**src/pmsc_pkg.sv**
```systemverilog
// power management status/control constants and carrier types
// assumes a 32-bit APB slave, byte-wide registers in lane 0
package pmsc_pkg;

    // -------------------------------------------------------------
    // register byte addresses
    // -------------------------------------------------------------
    localparam int PMSC_AW = 4;
    localparam logic [PMSC_AW-1:0] PMSC_ADDR_DETECT = 4'h0;
    localparam logic [PMSC_AW-1:0] PMSC_ADDR_WARN = 4'h4;
    localparam logic [PMSC_AW-1:0] PMSC_ADDR_OPTS = 4'h8;

    // -------------------------------------------------------------
    // low_voltage_detect_control fields
    // -------------------------------------------------------------
    localparam int PMSC_D_FLAG = 7;
    localparam int PMSC_D_ACK = 6;
    localparam int PMSC_D_IRQ_EN = 5;
    localparam int PMSC_D_RST_EN = 4;
    localparam int PMSC_D_STOP_EN = 3;
    localparam int PMSC_D_MASTER = 2;
    localparam int PMSC_D_RSVD = 1;
    localparam int PMSC_D_REFBUF = 0;

    // -------------------------------------------------------------
    // voltage_warning_and_stop_control fields
    // -------------------------------------------------------------
    localparam int PMSC_W_FLAG = 7;
    localparam int PMSC_W_ACK = 6;
    localparam int PMSC_W_DTRIP = 5;
    localparam int PMSC_W_WTRIP = 4;
    localparam int PMSC_W_PPD_FLAG = 3;
    localparam int PMSC_W_PPD_ACK = 2;
    localparam int PMSC_W_DEPTH = 0;

    // -------------------------------------------------------------
    // system_options_second fields
    // -------------------------------------------------------------
    localparam int PMSC_O_WDCLK = 7;
    localparam int PMSC_O_TROUTE = 3;

    // -------------------------------------------------------------
    // reset values
    // -------------------------------------------------------------
    localparam logic PMSC_BIT_RST = 1'b0;
    localparam logic [31:0] PMSC_RDATA_RST = 32'h0000_0000;
    localparam int PMSC_SYNC_STAGES = 2;

    // raw analog and sequencer inputs, asynchronous to pclk
    typedef struct packed {
        logic undervolt;     // detector comparator output
        logic below_warning; // warning comparator output
        logic deep_wake;     // level: woke from partial_power_down_stop
        logic stop_active;   // chip is in a stop mode
    } pmsc_analog_t;

    // configuration driven to the analog and clock logic
    typedef struct packed {
        logic detector_on;             // detector powered now
        logic reference_buffer_enable; // bandgap buffer on
        logic undervolt_trip_select;   // 1 high trip point
        logic warning_trip_select;     // 1 high trip point
        logic stop_depth_select;       // 1 partial power down stop
        logic watchdog_clock_select;   // 1 bus clock, 0 1-kHz osc
        logic timer_clock_routing;     // 1 shared clock from irq pin
    } pmsc_ctrl_t;

endpackage : pmsc_pkg

```
**src/pmsc_sync.sv**
```systemverilog
// two-stage synchroniser for a bundle of independent levels
// assumes each bit is a slow level, no multi-bit coherence needed
`timescale 1ns/1ps
module pmsc_sync #(
    parameter int WIDTH = 4
) (
    // clock and reset
    input wire logic pclk,
    input wire logic presetn,
    // levels
    input wire logic [WIDTH-1:0] async_in,
    output logic [WIDTH-1:0] sync_out
);
    import pmsc_pkg::*;

    logic [WIDTH-1:0] stage1;
    logic [WIDTH-1:0] stage2;

    // one two-flop chain per bit
    for (genvar i = 0; i < WIDTH; i++) begin : g_bit
        always_ff @(posedge pclk or negedge presetn) begin
            if (!presetn) begin
                stage1[i] <= PMSC_BIT_RST;
                stage2[i] <= PMSC_BIT_RST;
            end else begin
                stage1[i] <= async_in[i];
                stage2[i] <= stage1[i];
            end
        end
    end

    assign sync_out = stage2;

endmodule // pmsc_sync

```
**src/pmsc_top.sv**
```systemverilog
// power management status and control registers behind an APB slave
// assumes por_n is asserted together with presetn at power-on;
// presetn alone stands for the detector reset and every other reset
//
// The register addresses and register access over APB were decided locally.
`timescale 1ns/1ps

// Operation
// - undervolt_event_flag is read-only bit 7 of the detect byte
// - writing 1 to bit 6 clears the event flag; reads 0
// - bit 5 set: interrupt request while the event flag is 1
// - bit 4 and master enable set: reset request while flag is 1
// - bit 3 keeps the enabled detector running during stop
// - bit 2 master enable; when 0 flag, reset, stop bits inert
// - bit 0 enables the bandgap reference buffer for the converter
// - supply_warning_flag bit 7 is sticky while or after a warning
// - warning flag sets on rising warning, or after reset if present
// - bit 6 write 1 clears warning flag only when warning absent
// - bit 5 selects detector trip point, 1 high, 0 low
// - detector trip select takes only first write after power-on
// - bit 4 selects warning trip point, 1 high, 0 low
// - bit 3 flags recovery from partial power down stop
// - writing 1 to bit 2 clears the recovery flag; reads 0
// - bit 0 write-once stop depth, 1 partial power down stop
// - options bit 7 write-once watchdog clock, 1 bus clock
// - options bit 3 routes timer external clocks, 1 shared
module pmsc_top (
    // clock and resets
    input wire logic pclk,
    input wire logic presetn,
    input wire logic por_n,
    // apb slave
    input wire logic psel,
    input wire logic penable,
    input wire logic pwrite,
    input wire logic [31:0] paddr,
    input wire logic [31:0] pwdata,
    input wire logic [3:0] pstrb,
    output logic [31:0] prdata,
    output logic pready,
    output logic pslverr,
    // analog and stop sequencer side
    input wire pmsc_pkg::pmsc_analog_t analog_in,
    output pmsc_pkg::pmsc_ctrl_t ctrl_out,
    // event outputs
    output logic undervolt_irq,
    output logic undervolt_reset_req
);
    import pmsc_pkg::*;

    // -------------------------------------------------------------
    // input synchronisation
    // -------------------------------------------------------------
    logic [3:0] analog_sync;
    pmsc_analog_t an;

    pmsc_sync #(
        .WIDTH($bits(pmsc_analog_t))
    ) u_sync (
        .pclk(pclk),
        .presetn(presetn),
        .async_in(analog_in),
        .sync_out(analog_sync)
    );

    assign an = pmsc_analog_t'(analog_sync);

    // -------------------------------------------------------------
    // apb decode
    // -------------------------------------------------------------
    logic access;
    logic wr_en;
    logic byte0_wr;
    logic hit_detect;
    logic hit_warn;
    logic hit_opts;
    logic hit_any;
    logic [7:0] wbyte;

    // a transfer completes on the edge where pready is sampled high
    assign access = psel && penable && pready;
    assign hit_detect = (paddr[PMSC_AW-1:0] == PMSC_ADDR_DETECT);
    assign hit_warn = (paddr[PMSC_AW-1:0] == PMSC_ADDR_WARN);
    assign hit_opts = (paddr[PMSC_AW-1:0] == PMSC_ADDR_OPTS);
    assign hit_any = (paddr[31:PMSC_AW] == '0) && (hit_detect || hit_warn || hit_opts);
    assign wr_en = access && pwrite && hit_any;
    // registers live in lane 0 only
    assign byte0_wr = wr_en && pstrb[0];
    assign wbyte = pwdata[7:0];

    // -------------------------------------------------------------
    // bus handshake state
    // -------------------------------------------------------------
    logic next_pready;
    logic next_pslverr;
    logic [31:0] next_prdata;
    logic [7:0] rd_detect;
    logic [7:0] rd_warn;
    logic [7:0] rd_opts;

    // one wait state: pready rises in the second access cycle
    always_comb begin
        next_pready = 1'b0;
        next_pslverr = 1'b0;
        next_prdata = PMSC_RDATA_RST;
        if (psel && penable && !pready) begin
            next_pready = 1'b1;
            next_pslverr = !hit_any;
            if (!pwrite && hit_any) begin
                if (hit_detect) begin
                    next_prdata = {24'h00_0000, rd_detect};
                end else if (hit_warn) begin
                    next_prdata = {24'h00_0000, rd_warn};
                end else begin
                    next_prdata = {24'h00_0000, rd_opts};
                end
            end
        end
    end

    // bus outputs registered
    always_ff @(posedge pclk or negedge presetn) begin
        if (!presetn) begin
            pready <= PMSC_BIT_RST;
            pslverr <= PMSC_BIT_RST;
            prdata <= PMSC_RDATA_RST;
        end else begin
            pready <= next_pready;
            pslverr <= next_pslverr;
            prdata <= next_prdata;
        end
    end

    // -------------------------------------------------------------
    // low_voltage_detect_control
    // -------------------------------------------------------------
    logic undervolt_event_flag;
    logic undervolt_irq_enable;
    logic undervolt_reset_enable;
    logic undervolt_stop_enable;
    logic undervolt_master_enable;
    logic reference_buffer_enable;
    logic next_undervolt_event_flag;
    logic next_undervolt_irq_enable;
    logic next_undervolt_reset_enable;
    logic next_undervolt_stop_enable;
    logic next_undervolt_master_enable;
    logic next_reference_buffer_enable;

    // detect byte writes and event flag
    always_comb begin
        next_undervolt_irq_enable = undervolt_irq_enable;
        next_undervolt_reset_enable = undervolt_reset_enable;
        next_undervolt_stop_enable = undervolt_stop_enable;
        next_undervolt_master_enable = undervolt_master_enable;
        next_reference_buffer_enable = reference_buffer_enable;
        next_undervolt_event_flag = undervolt_event_flag;
        if (byte0_wr && hit_detect) begin
            next_undervolt_irq_enable = wbyte[PMSC_D_IRQ_EN];
            next_undervolt_reset_enable = wbyte[PMSC_D_RST_EN];
            next_undervolt_stop_enable = wbyte[PMSC_D_STOP_EN];
            next_undervolt_master_enable = wbyte[PMSC_D_MASTER];
            next_reference_buffer_enable = wbyte[PMSC_D_REFBUF];
            if (wbyte[PMSC_D_ACK]) begin
                next_undervolt_event_flag = 1'b0;
            end
        end
        // master gates events; set wins over ack
        if (undervolt_master_enable && an.undervolt) begin
            next_undervolt_event_flag = 1'b1;
        end
    end

    // detect byte registers, cleared by every reset
    always_ff @(posedge pclk or negedge presetn) begin
        if (!presetn) begin
            undervolt_event_flag <= PMSC_BIT_RST;
            undervolt_irq_enable <= PMSC_BIT_RST;
            undervolt_reset_enable <= PMSC_BIT_RST;
            undervolt_stop_enable <= PMSC_BIT_RST;
            undervolt_master_enable <= PMSC_BIT_RST;
            reference_buffer_enable <= PMSC_BIT_RST;
        end else begin
            undervolt_event_flag <= next_undervolt_event_flag;
            undervolt_irq_enable <= next_undervolt_irq_enable;
            undervolt_reset_enable <= next_undervolt_reset_enable;
            undervolt_stop_enable <= next_undervolt_stop_enable;
            undervolt_master_enable <= next_undervolt_master_enable;
            reference_buffer_enable <= next_reference_buffer_enable;
        end
    end

    // flag read-only; ack reads 0; reserved reads 0
    assign rd_detect = {undervolt_event_flag, 1'b0, undervolt_irq_enable,
                        undervolt_reset_enable, undervolt_stop_enable,
                        undervolt_master_enable, 1'b0, reference_buffer_enable};

    // -------------------------------------------------------------
    // voltage_warning_and_stop_control, power-on held part
    // -------------------------------------------------------------
    logic undervolt_trip_select;
    logic warning_trip_select;
    logic dtrip_written;
    logic next_undervolt_trip_select;
    logic next_warning_trip_select;
    logic next_dtrip_written;

    // trip point selects
    always_comb begin
        next_undervolt_trip_select = undervolt_trip_select;
        next_warning_trip_select = warning_trip_select;
        next_dtrip_written = dtrip_written;
        if (byte0_wr && hit_warn) begin
            next_warning_trip_select = wbyte[PMSC_W_WTRIP];
            if (!dtrip_written) begin
                next_undervolt_trip_select = wbyte[PMSC_W_DTRIP];
                next_dtrip_written = 1'b1;
            end
        end
    end

    // only power-on clears the trip selects
    always_ff @(posedge pclk or negedge por_n) begin
        if (!por_n) begin
            undervolt_trip_select <= PMSC_BIT_RST;
            warning_trip_select <= PMSC_BIT_RST;
            dtrip_written <= PMSC_BIT_RST;
        end else begin
            undervolt_trip_select <= next_undervolt_trip_select;
            warning_trip_select <= next_warning_trip_select;
            dtrip_written <= next_dtrip_written;
        end
    end

    // -------------------------------------------------------------
    // voltage_warning_and_stop_control, reset cleared part
    // -------------------------------------------------------------
    logic supply_warning_flag;
    logic warn_prev;
    logic deep_stop_recovery_flag;
    logic wake_prev;
    logic stop_depth_select;
    logic depth_written;
    logic next_supply_warning_flag;
    logic next_deep_stop_recovery_flag;
    logic next_stop_depth_select;
    logic next_depth_written;

    // flags, acks and stop depth
    always_comb begin
        next_supply_warning_flag = supply_warning_flag;
        next_deep_stop_recovery_flag = deep_stop_recovery_flag;
        next_stop_depth_select = stop_depth_select;
        next_depth_written = depth_written;
        if (byte0_wr && hit_warn) begin
            if (wbyte[PMSC_W_ACK] && !an.below_warning) begin
                next_supply_warning_flag = 1'b0;
            end
            if (wbyte[PMSC_W_PPD_ACK]) begin
                next_deep_stop_recovery_flag = 1'b0;
            end
            if (!depth_written) begin
                next_stop_depth_select = wbyte[PMSC_W_DEPTH];
                next_depth_written = 1'b1;
            end
        end
        // rising warning; prev clears on reset so a present one sets
        if (an.below_warning && !warn_prev) begin
            next_supply_warning_flag = 1'b1;
        end
        // recovery from partial power down stop
        if (an.deep_wake && !wake_prev) begin
            next_deep_stop_recovery_flag = 1'b1;
        end
    end

    // sticky flags; marker cleared by any reset
    always_ff @(posedge pclk or negedge presetn) begin
        if (!presetn) begin
            supply_warning_flag <= PMSC_BIT_RST;
            warn_prev <= PMSC_BIT_RST;
            deep_stop_recovery_flag <= PMSC_BIT_RST;
            wake_prev <= PMSC_BIT_RST;
            stop_depth_select <= PMSC_BIT_RST;
            depth_written <= PMSC_BIT_RST;
        end else begin
            supply_warning_flag <= next_supply_warning_flag;
            warn_prev <= an.below_warning;
            deep_stop_recovery_flag <= next_deep_stop_recovery_flag;
            wake_prev <= an.deep_wake;
            stop_depth_select <= next_stop_depth_select;
            depth_written <= next_depth_written;
        end
    end

    // acks and unused bit read 0
    assign rd_warn = {supply_warning_flag, 1'b0, undervolt_trip_select,
                      warning_trip_select, deep_stop_recovery_flag,
                      2'b00, stop_depth_select};

    // -------------------------------------------------------------
    // system_options_second
    // -------------------------------------------------------------
    logic watchdog_clock_select;
    logic wdclk_written;
    logic timer_clock_routing;
    logic next_watchdog_clock_select;
    logic next_wdclk_written;
    logic next_timer_clock_routing;

    // options writes
    always_comb begin
        next_watchdog_clock_select = watchdog_clock_select;
        next_wdclk_written = wdclk_written;
        next_timer_clock_routing = timer_clock_routing;
        if (byte0_wr && hit_opts) begin
            next_timer_clock_routing = wbyte[PMSC_O_TROUTE];
            if (!wdclk_written) begin
                next_watchdog_clock_select = wbyte[PMSC_O_WDCLK];
                next_wdclk_written = 1'b1;
            end
        end
    end

    // options registers, cleared by every reset
    always_ff @(posedge pclk or negedge presetn) begin
        if (!presetn) begin
            watchdog_clock_select <= PMSC_BIT_RST;
            wdclk_written <= PMSC_BIT_RST;
            timer_clock_routing <= PMSC_BIT_RST;
        end else begin
            watchdog_clock_select <= next_watchdog_clock_select;
            wdclk_written <= next_wdclk_written;
            timer_clock_routing <= next_timer_clock_routing;
        end
    end

    assign rd_opts = {watchdog_clock_select, 3'b000, timer_clock_routing, 3'b000};

    // -------------------------------------------------------------
    // registered outputs
    // -------------------------------------------------------------
    pmsc_ctrl_t next_ctrl;
    logic next_irq;
    logic next_reset_req;

    // output terms, one cycle behind the state
    always_comb begin
        // stop enable keeps detector on in stop; master gate
        next_ctrl.detector_on = undervolt_master_enable &&
                                (undervolt_stop_enable || !an.stop_active);
        next_ctrl.reference_buffer_enable = reference_buffer_enable;
        next_ctrl.undervolt_trip_select = undervolt_trip_select;
        next_ctrl.warning_trip_select = warning_trip_select;
        next_ctrl.stop_depth_select = stop_depth_select;
        next_ctrl.watchdog_clock_select = watchdog_clock_select;
        next_ctrl.timer_clock_routing = timer_clock_routing;
        next_irq = undervolt_irq_enable && undervolt_event_flag;
        next_reset_req = undervolt_reset_enable && undervolt_master_enable &&
                         undervolt_event_flag;
    end

    // output flops
    always_ff @(posedge pclk or negedge presetn) begin
        if (!presetn) begin
            ctrl_out <= '0;
            undervolt_irq <= PMSC_BIT_RST;
            undervolt_reset_req <= PMSC_BIT_RST;
        end else begin
            ctrl_out <= next_ctrl;
            undervolt_irq <= next_irq;
            undervolt_reset_req <= next_reset_req;
        end
    end

endmodule // pmsc_top

```
**config.mk**
```make
export PLATFORM = sky130hd
export DESIGN_NAME = pmsc_top
export DESIGN_NICKNAME = d
export VERILOG_FILES = /design/src/pmsc_pkg.sv /design/src/pmsc_sync.sv /design/src/pmsc_top.sv
export SDC_FILE = /design/constraint.sdc
export NUM_CORES = 1
export LEC_CHECK = 0
export ABC_AREA = 0
export BUFFER_PORTS_ARGS = -buffer_cell sky130_fd_sc_hd__buf_4
export CAP_MARGIN = 20
export CORE_ASPECT_RATIO = 2
export CORE_MARGIN = 4
export CORE_UTILIZATION = 35
export CTS_BUF_LIST = sky130_fd_sc_hd__clkbuf_4 sky130_fd_sc_hd__clkbuf_8
export CTS_CLUSTER_DIAMETER = 80
export DETAILED_ROUTE_END_ITERATION = 7
export GPL_TIMING_DRIVEN = 0
export PLACE_DENSITY = 0.71
export SLEW_MARGIN = 10
export SYNTH_ARGS = -nofsm -noshare
export SYNTH_HDL_FRONTEND = slang
export SYNTH_SLANG_ARGS = --single-unit
```
**constraint.sdc**
```tcl
create_clock -name pclk -period 1.4 [get_ports pclk]
set_input_delay 0.14 -clock pclk [delete_from_list [all_inputs] [get_ports pclk]]
set_output_delay 0.14 -clock pclk [all_outputs]
set_load 0.005 [all_outputs]
```
==> summary.txt, run 1 <==
TritonCTS clock tree: built
share of total power in the clock network: 0.353
metal3 WL: 331 µm
Post-Syn Area per Cell: 13.64 µm²
synth unique cells: 33
WP data arrival: 1690 ps
Core Footprint: 5420 µm²
Synth Register Bits: 43
worst vdd ir: 1.023 mV
GRT Resource Usage Total: 0.1438
Psw: 0.5498 mW
Slew headroom: 0.5705
leakage: 1.576 nW
TritonCTS buffer count: 5
failing checks: negative setup slack
Non-Filler Instances: 321
grt ovf: 0
switching portion of total power: 0.2261
Routed Antenna Nets: 0
Area Overhead vs Synth: 54.65%
initial antenna violation count: 0
share of the yosys chip area belonging to registers: 0.5516
top fanout value on the critical path: 4
synth warn: 0
clock sink count: 43
WHS: 81.67 ps
min-delay worst type: input pin to flop
vias in the first global route: 1565
routability cong.: 0.7772
f_max: 0.6650 GHz
fillers: 504
clock-pin slew on the worst setup and hold paths: 80 ps
FP Rows: 38
worst skew pair latency: 290 ps
die span in x: 60.79 µm
Netlist Area Pre-Place: 1951 µm²
wl on met1: 1.463 mm
Port Buffers: 66
Tcrit/Tclk final: 1.074
classification of the worst setup path: flop to flop
Worst Path Required: 1590 ps
Worst setup EP type: flop
WL met2: 2.707 mm
DRT iter0 DRCs: 29
Comb power frac: 0.127
Worst-Margin Slew: 644.2 ps
DRC: 0
H-tree lvl count: 2
Starting Density: 0.3599
uppermost layer routed: met4
Placed Cells: 294
max-cap violations: 0
most frequent cells in the layout: buf_4, dfrtp_1, conb_1, nor4_4, mux2_4
layout cells sized above 1: 0.5824
PD cells: 806.2 nW/µm²
Avg WL per Cell: 14.21 µm
first-pass GRT wire length: 7.279 mm
Pins Over Slew Limit: 0
final hold vios: 0
largest net degree at the start of global routing: 41
minimum clock period: 1504 ps
die height: 113.6 µm
final setup margin: -103.9 ps
most common cell after layout, fill and taps aside: buf_4
endpoints failing setup: 14
drt pass-1 iters: 4
root buffer cell: clkbuf_8
fin nets: 338
area of the multi-input gates: 879.6 µm²
Setup crit start kind: flop
Max Buffers Root-to-Sink: 2
Cells after Synth: 143
DPL Wire Length: 3.453 mm
ANT cells: 0
total wire length: 4.561 mm
P_int: 1.882 mW
# IOs: 121
Seq pwr share: 0.520
drt via density: 4.526
outcome: complete, but fails checks
RSZ-0062 raised after global routing: yes
skew final: 4.928 ps
DIE AREA: 6904 µm²
Reg area: 1076 µm²
vias post-DR: 1453
==> registers in the layout (all words and copies together) (netlist names), 4 cells and up <==
signal	flops
prdata	6
u_sync.sync_out	4
u_sync.stage1	4
ctrl_out	7
==> layout make-up <==
| class | count | area share |
|---|---|---|
| Buffer | 27 | 0.06595 |
| Clock buffer | 7 | 0.03194 |
| Clock inverter | 1 | 0.002489 |
| Inverter | 5 | 0.006221 |
| Multi-Input combinational cell | 93 | 0.2916 |
| Sequential cell | 43 | 0.3567 |
| Tap cell | 60 | 0.02489 |
| Timing Repair Buffer | 85 | 0.2202 |
==> cells by family (layout without fill, tap and decap cells) <==
family	Yosys count	count (layout)	share of synthesized area
AOI/OAI and AO/OA	12	12	0.04875
buffers and inverters	32	125	0.1116
other	1	26	0.001922
and+or+nand+nor	42	42	0.2033
DFF	43	43	0.5516
muxes	13	13	0.08274
==> synthesized netlist by cell type <==
| library cell | count | area (µm²) |
|---|---|---|
| mux2_2 | 5 | 56.30 |
| or3_1 | 1 | 6.260 |
| nor3b_1 | 2 | 15.01 |
| nor4_4 | 7 | 148.9 |
| a21boi_0 | 1 | 7.510 |
| buf_4 | 26 | 195.2 |
| and3_1 | 2 | 12.51 |
| nor3_2 | 1 | 10.01 |
| or2_2 | 3 | 18.77 |
| nor3_1 | 3 | 15.01 |
| inv_1 | 5 | 18.77 |
| nand2b_1 | 2 | 12.51 |
| o211ai_1 | 2 | 15.01 |
| nand4_4 | 2 | 42.54 |
| nor4_2 | 1 | 12.51 |
| a2bb2oi_1 | 1 | 8.760 |
| nor4b_1 | 2 | 17.52 |
| a211oi_2 | 1 | 12.51 |
| dfrtp_1 | 43 | 1076 |
| a21oi_1 | 2 | 10.01 |
| conb_1 | 1 | 3.750 |
| buf_1 | 1 | 3.750 |
| nor2_1 | 5 | 18.77 |
| or4b_4 | 1 | 13.76 |
| nand2_1 | 4 | 15.01 |
| mux2_4 | 5 | 75.07 |
| nor4_1 | 3 | 18.77 |
| nand4_1 | 1 | 6.260 |
| o41ai_1 | 1 | 8.760 |
| and2_1 | 2 | 12.51 |
| o21ai_0 | 2 | 10.01 |
| mux2i_1 | 3 | 30.03 |
| o2111a_1 | 2 | 22.52 |
==> routing by layer <==
| metal | global-route usage | vias to the layer above |
|---|---|---|
| li1 | - | 688 |
| met2 | 0.2652 | 54 |
| met4 | 0.04342 | 0 |
| met1 | 0.1466 | 706 |
| met5 | 0 | - |
| met3 | 0.04530 | 5 |
==> power groups by stage <==
stage / clock [mW] / sequential, mW / combinational (mW)
final: 0.859 / 1.26 / 0.308
after global routing: 0.936 / 1.27 / 0.341
after CTS: 0.881 / 1.26 / 0.306
after detailed placement: 0 / 1.29 / 0.283
after global placement: 0 / 1.29 / 0.275
after floorplan: 0 / 1.29 / 0.107
==> worst max-delay path, stage by stage (launching register included) <==
cell and delay [ps]:
dfrtp_1 390, and3_4 210, nand4_1 100, buf_6 200, nor4_4 180, mux2_4 320
==> stage by stage <==
step / utilization / total power, mW / worst slack [ps] / TNS (ps) / cell area (µm²)
final: 0.5566 / 2.432 / -103.9 / -609.4 / 3017
after global routing: 0.5566 / 2.544 / -144.7 / -1744 / 3017
after CTS: 0.5411 / 2.452 / -91.44 / -699.4 / 2933
after detailed placement: 0.4850 / 1.573 / -560.4 / -8120 / 2629
after global placement: 0.4850 / 1.564 / -523.1 / -7339 / 2629
after floorplan: - / 1.396 / -201.4 / -1300 / 2058
==> timing repair <==
item                       CTS  global route
hold endpoints to repair    47             0
gates cloned                 0             0
pin swaps                    4             5
hold buffers                 6             0
setup endpoints to repair   18            20
setup buffers                9             4
resized for setup           15            10
==> final timing paths <==
check                                                  end  slack, ps  depth (start not counted)                        from
setup / recovery             stop_depth_select$_DFFE_PN0P_       -100                          5            pready$_DFF_PN0_
hold / removal               stop_depth_select$_DFFE_PN0P_         80                          2                   pwdata[0]
setup reg to reg             stop_depth_select$_DFFE_PN0P_       -100                          5            pready$_DFF_PN0_
hold reg to reg               u_sync.sync_out[2]$_DFF_PN0_        350                          0  u_sync.stage1[2]$_DFF_PN0_
max in group asynchronous    undervolt_reset_req$_DFF_PN0_        690                          2                     presetn
min in group asynchronous  warning_trip_select$_DFFE_PN0P_        160                          2                       por_n
Note: power is estimated with default switching activity, not from simulation.
==> run 2: changes to the inputs <==
--- a/config.mk
+++ b/config.mk
@@ -5,7 +5,7 @@
 export SDC_FILE = /design/constraint.sdc
 export NUM_CORES = 1
 export LEC_CHECK = 0
-export ABC_AREA = 0
+export ABC_AREA = 1
 export BUFFER_PORTS_ARGS = -buffer_cell sky130_fd_sc_hd__buf_4
 export CAP_MARGIN = 20
 export CORE_ASPECT_RATIO = 2
@@ -15,7 +15,7 @@
 export CTS_CLUSTER_DIAMETER = 80
 export DETAILED_ROUTE_END_ITERATION = 7
 export GPL_TIMING_DRIVEN = 0
-export PLACE_DENSITY = 0.71
+export PLACE_DENSITY = 0.72
 export SLEW_MARGIN = 10
 export SYNTH_ARGS = -nofsm -noshare
 export SYNTH_HDL_FRONTEND = slang
==> summary.txt, run 2 <==
outcome: finished clean
skew final: 6.447 ps (+1.519 ps)
P_int: 1.888 mW (+0.30%)
DRT iter0 DRCs: 23 (-21%)
routability cong.: 0.7857 (+1.1%)
die height: 111.4 µm (-1.9%)
R2R depth: 7 (+2)
Setup Fix Bufs, Post-CTS: 0 (-9)
Psw: 0.5100 mW (-7.2%)
Area Overhead vs Synth: 44.52%
Min-Delay Path Depth: 3 (+1)
critical path's most frequent cell: nand2_1
top cells by count, synth: nand2_1, dfrtp_1, nor2_1, buf_4, inv_1
Comb power frac: 0.110 (-0.017)
Worst Path Required: 1590 ps (about the same)
post-placement worst setup slack: -49.53 ps (+510.9 ps)
TritonCTS buffer count: 5 (unchanged)
total wire length: 4.098 mm (-10%)
Routed Antenna Nets: 0 (unchanged)
count leader, synth: nand2_1
first-pass GRT wire length: 6.382 mm (-12%)
Avg WL per Cell: 11.20 µm (-21%)
max-cap violations: 0 (unchanged)
top post-synthesis cells by area: dfrtp_1, buf_4, nand2_1
Worst path max stage delay: 400 ps (about the same)
Seq pwr share: 0.528 (+0.008)
GRT Resource Usage Total: 0.1279 (-0.01597)
Hold Path End: timer_clock_routing$_DFFE_PN0P_
WP data arrival: 1450 ps (-240 ps)
WHS: 60.96 ps (-20.71 ps)
max reg flops: 7 (unchanged)
most frequent cells in the layout: buf_4, nand2_1, dfrtp_1, nor2_1, conb_1
share of total power in the clock network: 0.363 (+0.010)
PD cells: 886.4 nW/µm² (+9.9%)
vias post-DR: 1557 (+7.2%)
worst skew pair latency: 290 ps (about the same)
Main synth FF type: dfrtp_1
synth unique cells: 20 (-39%)
min-delay worst type: input pin to flop
die span in x: 59.71 µm (-1.8%)
H-tree lvl count: 2 (unchanged)
Core Footprint: 5185 µm² (-4.3%)
CP max-delay cell: dfrtp_1
f_max: 0.7912 GHz (+19%)
FF-to-FF Start: pready$_DFF_PN0_
DRC: 0 (unchanged)
drt via density: 4.254 (-6.0%)
Tcrit/Tclk final: 0.9028 (-0.1714)
classification of the worst setup path: flop to flop
ANT cells: 0 (unchanged)
TritonCTS clock tree: built
Post-synth EDFFs: 0 (unchanged)
Max Buffers Root-to-Sink: 2 (unchanged)
Yosys top cell area share: 0.5749 (+0.02323)
RSZ-0062 raised after global routing: no
grt ovf: 0 (unchanged)
Setup crit start kind: flop
largest net degree at the start of global routing: 41 (unchanged)
R2R Setup Slk: 140 ps (+240 ps)
worst vdd ir: 0.8906 mV (-13%)
clock-pin slew on the worst setup and hold paths: 80 ps (about the same)
endpoints failing setup: 0 (-14)
Worst setup EP type: flop
Netlist Area Pre-Place: 1872 µm² (-4.0%)
clock sink count: 43 (unchanged)
synth warn: 0 (unchanged)
Cells after Synth: 203 (+42%)
most common cell after layout, fill and taps aside: buf_4
DPL Wire Length: 3.267 mm (-5.4%)
top fanout value on the critical path: 9 (+5)
Synth Register Bits: 43 (unchanged)
DIE AREA: 6653 µm² (-3.6%)
Final Power: 2.398 mW (-1.4%)
fin nets: 385 (+14%)
Starting Density: 0.3610 (+0.001124)
layout cells sized above 1: 0.3571 (-0.2252)
Post-Syn Area per Cell: 9.221 µm² (-32%)
Port Buffers: 66 (unchanged)
Pins Over Slew Limit: 0 (unchanged)
root buffer cell: clkbuf_8
final hold vios: 0 (unchanged)
initial antenna violation count: 0 (unchanged)
crit-path cells: nand3_1 -> nor2_4 -> nand2_4 -> nor2_8 -> nand2_2 -> nand2_1 -> nand2_1
Hold Crit Start: pwdata[3]
drt pass-1 iters: 4 (unchanged)
final setup margin: 136.1 ps (+240.0 ps)
cell taking the most area after synthesis: dfrtp_1
post-synthesis async set-or-reset flop share: 1.000 (unchanged)
Worst-Margin Slew: 500.3 ps (-143.9 ps)
vias in the first global route: 1534 (-2.0%)
Slew headroom: 0.6665 (+0.09596)
Top reg by flops: ctrl_out
minimum clock period: 1264 ps (-240.0 ps)
share of the yosys chip area belonging to registers: 0.5749 (+0.02323)
switching portion of total power: 0.2127 (-0.01339)
leakage: 1.494 nW (-5.2%)
# IOs: 121 (unchanged)
FP Rows: 37 (-2.6%)
reg2reg end: undervolt_event_flag$_DFFE_PN0P_
biggest regs: ctrl_out: 7 flops, prdata: 6 flops
[run 2: cell types whose count changed after synthesis, sizes merged, moves of 5 or more]
cell	before	now
nor4	11	0
inv	5	23
nor2	5	35
mux2	10	0
nand3	0	5
o21ai	2	7
nand2	4	48
[run 2: metrics by stage]
stage,std cells,instance area [µm²],util,setup TNS [ps]
after global routing,366,2705,0.5217,0
final,366,2705,0.5217,0
after CTS,366,2700,0.5208,0
after global placement,352,2534,0.4887,-167.6
after detailed placement,352,2534,0.4887,-323.5
after floorplan,228,1966,-,0
[run 2: area by class of cell]
cell class,count,area [µm²]
Buffer,26,195.2
Clock buffer,8,103.9
Fill cell,495,2480
Inverter,23,86.33
Multi-Input combinational cell,136,615.6
Sequential cell,43,1076
Tap cell,58,72.57
Timing Repair Buffer,72,555.5
[run 2: how the worst max path moves through the flow]
| stage | start | endpoint | cells after the start |
|---|---|---|---|
| finish | pready$_DFF_PN0_ | undervolt_event_flag$_DFFE_PN0P_ | 7 |
| global route | pready$_DFF_PN0_ | undervolt_event_flag$_DFFE_PN0P_ | 7 |
| CTS | pready$_DFF_PN0_ | undervolt_event_flag$_DFFE_PN0P_ | 7 |
| detailed placement | pready$_DFF_PN0_ | undervolt_event_flag$_DFFE_PN0P_ | 7 |
| global placement | pready$_DFF_PN0_ | undervolt_event_flag$_DFFE_PN0P_ | 7 |
| floorplan | pready$_DFF_PN0_ | undervolt_event_flag$_DFFE_PN0P_ | 7 |
[run 2: power groups by stage]
stage	Sequential, mW	Clock (mW)	Combinational (mW)
finish	1.27	0.870	0.263
global route	1.27	0.942	0.292
CTS	1.27	0.899	0.262
detailed placement	1.29	0	0.248
global placement	1.29	0	0.245
floorplan	1.29	0	0.102
[run 2: timing repair]
item                                   CTS  global route
setup endpoints to repair                9             3
endpoints found under the hold margin   47             0
hold buffers                             6             0
gates resized for setup                  1             1
[run 2: critical path, delay by kind of cell, from the launching register on]
family           cells  cell delay [ps]
AND/OR/NAND/NOR      7              750
flip-flops           1              400
[run 2: logic make-up (layout without fill, tap and decap cells)]
family,Yosys count,in the layout,share of synthesized area
DFF,43,43,0.5749
buffers and inverters,49,129,0.1504
and+or+nand+nor,95,95,0.2306
AOI/OAI and AO/OA,15,15,0.04211
other,1,26,0.002003
[run 2: per-layer routing]
| layer | wire, µm | up-vias | GRT usage |
|---|---|---|---|
| li1 | - | 775 | - |
| met5 | 0 | - | 0 |
| met3 | 494 | 8 | 0.03596 |
| met4 | 119 | 0 | 0.07249 |
| met2 | 2263 | 82 | 0.2363 |
| met1 | 1220 | 692 | 0.1143 |
==> run 3: changes to the inputs <==
--- a/config.mk
+++ b/config.mk
@@ -9,7 +9,7 @@
 export BUFFER_PORTS_ARGS = -buffer_cell sky130_fd_sc_hd__buf_4
 export CAP_MARGIN = 20
 export CORE_ASPECT_RATIO = 2
-export CORE_MARGIN = 4
+export CORE_MARGIN = 8
 export CORE_UTILIZATION = 35
 export CTS_BUF_LIST = sky130_fd_sc_hd__clkbuf_4 sky130_fd_sc_hd__clkbuf_8
 export CTS_CLUSTER_DIAMETER = 80
==> summary.txt, run 3 (synthesis results as in run 2) <==
outcome: finished clean
biggest regs: ctrl_out: 7 flops, prdata: 6 flops
worst vdd ir: 0.7549 mV (-15%)
drt via density: 4.201 (-1.2%)
FP Rows: 37 (unchanged)
Hold Path End: timer_clock_routing$_DFFE_PN0P_
Top reg by flops: ctrl_out
Setup TNS: 0 ps (unchanged)
first-pass GRT wire length: 7.265 mm (+14%)
worst skew pair latency: 300 ps (about the same)
final hold vios: 0 (unchanged)
reg2reg end: warning_trip_select$_DFFE_PN0P_
R2R Setup Slk: 130 ps (about the same)
Buf/Inv on CP: 1 (+1)
Min-Delay Path Depth: 3 (unchanged)
TritonCTS clock tree: built
FF-to-FF Start: pready$_DFF_PN0_
f_max: 0.7871 GHz (-0.53%)
vias in the first global route: 1724 (+12%)
classification of the worst setup path: flop to flop
Worst path max stage delay: 390 ps (about the same)
most common cell after layout, fill and taps aside: buf_4
Hold Crit Start: pwdata[3]
minimum clock period: 1271 ps (+6.697 ps)
TritonCTS buffer count: 5 (unchanged)
grt ovf: 0 (unchanged)
root buffer cell: clkbuf_8
max reg flops: 7 (unchanged)
max-cap violations: 0 (unchanged)
leakage: 1.505 nW (+0.71%)
WP data arrival: 1460 ps (about the same)
# IOs: 121 (unchanged)
die height: 119.4 µm (+7.2%)
H-tree lvl count: 2 (unchanged)
fin nets: 387 (+0.52%)
Avg WL per Cell: 12.22 µm (+9.1%)
Port Buffers: 66 (unchanged)
largest net degree at the start of global routing: 41 (unchanged)
layout cells sized above 1: 0.3613 (+0.004147)
GRT Resource Usage Total: 0.1159 (-0.01194)
skew final: 5.197 ps (-1.250 ps)
Routed Antenna Nets: 0 (unchanged)
initial antenna violation count: 0 (unchanged)
Tcrit/Tclk final: 0.9075 (+0.004784)
most frequent cells in the layout: buf_4, nand2_1, dfrtp_1, nor2_1, conb_1
Worst Path Required: 1590 ps (about the same)
vias post-DR: 1546 (-0.71%)
min-delay worst type: input pin to flop
CP top delay family: simple AND/OR/NAND/NOR gates
CP max-delay cell: dfrtp_1
DIE AREA: 8086 µm² (+22%)
top fanout value on the critical path: 5 (-4)
ANT cells: 0 (unchanged)
DRT iter0 DRCs: 21 (-8.7%)
crit-path cells: nand3_1 -> nor2_4 -> nand2_4 -> nor2_4 -> inv_2 -> nand2_1 -> nand2_1
RSZ-0062 raised after global routing: no
Final Core Density: 0.5293 (+0.007622)
die span in x: 67.71 µm (+13%)
total wire length: 4.497 mm (+9.7%)
Setup crit start: pready$_DFF_PN0_
Max Buffers Root-to-Sink: 2 (unchanged)
Starting Density: 0.3643 (+0.003252)
Setup crit start kind: flop
clock sink count: 43 (unchanged)
PD cells: 876.9 nW/µm² (-1.1%)
routability cong.: 0.8818 (+12%)
Area Overhead vs Synth: 45.32%
drt pass-1 iters: 4 (unchanged)
DRC: 0 (unchanged)
Pins Over Slew Limit: 0 (unchanged)
Core Footprint: 5139 µm² (-0.89%)
R2R depth: 7 (unchanged)
DPL Wire Length: 3.701 mm (+13%)
endpoints failing setup: 0 (unchanged)
Worst setup EP type: flop
clock-pin slew on the worst setup and hold paths: 80 ps (about the same)
==> run 3: how the worst max path moves through the flow <==
stage | cells past startpoint | endpoint | slack (ps)
after floorplan | 7 | undervolt_event_flag$_DFFE_PN0P_ | 180
after global placement | 7 | undervolt_event_flag$_DFFE_PN0P_ | -50
after detailed placement | 7 | deep_stop_recovery_flag$_DFFE_PN0P_ | -50
after CTS | 7 | warning_trip_select$_DFFE_PN0P_ | 50
after global routing | 7 | deep_stop_recovery_flag$_DFFE_PN0P_ | 4
final | 7 | warning_trip_select$_DFFE_PN0P_ | 130
==> run 3: area by class of cell <==
class / count / area, µm²
tap: 58 / 72.57
buffer: 26 / 195.2
fill: 470 / 2419
inverter: 23 / 86.33
multi-input combinational: 136 / 615.6
timing repair buffer: 74 / 570.5
clock buffer: 8 / 103.9
sequential: 43 / 1076
==> run 3: metal layers <==
layer | track usage | vias up | share of wire
met5 | 0 | - | 0
met4 | 0.06061 | 0 | 0.023
met3 | 0.04977 | 7 | 0.13
met2 | 0.2099 | 80 | 0.54
met1 | 0.09960 | 679 | 0.31
li1 | - | 780 | -
==> run 3: worst min-delay path, cell delays in order <==
cell,delay [ps]
buf_4,80
nand2_1,40
nand2_1,50
==> run 3: power breakdown <==
group	internal, mW	switching (mW)	total, mW
Clock	0.469	0.386	0.854
Combinational	0.161	0.104	0.265
Sequential	1.26	0.00678	1.27
==> run 3: repair_timing <==
item / CTS / global route
hold endpoints to repair: 47 / 0
setup endpoints to repair: 10 / 9
hold buffers: 6 / 0
gates resized for setup: 1 / 1
buffers inserted: 0 / 2
pin swaps: 0 / 1
==> run 3: stage by stage <==
stage          cells  total power, mW  instance area (µm²)  setup slack (ps)  hold WS [ps]
2_1_floorplan    228            1.391                 1966             179.6        -155.6
3_3_place_gp     352            1.535                 2534            -49.71        -68.39
3_5_place_dp     352            1.539                 2534            -53.80        -68.13
4_1_cts          366            2.407                 2700             46.96         54.90
5_1_grt          368            2.499                 2720             3.750         59.41
6_report         368            2.385                 2720             129.4         52.15
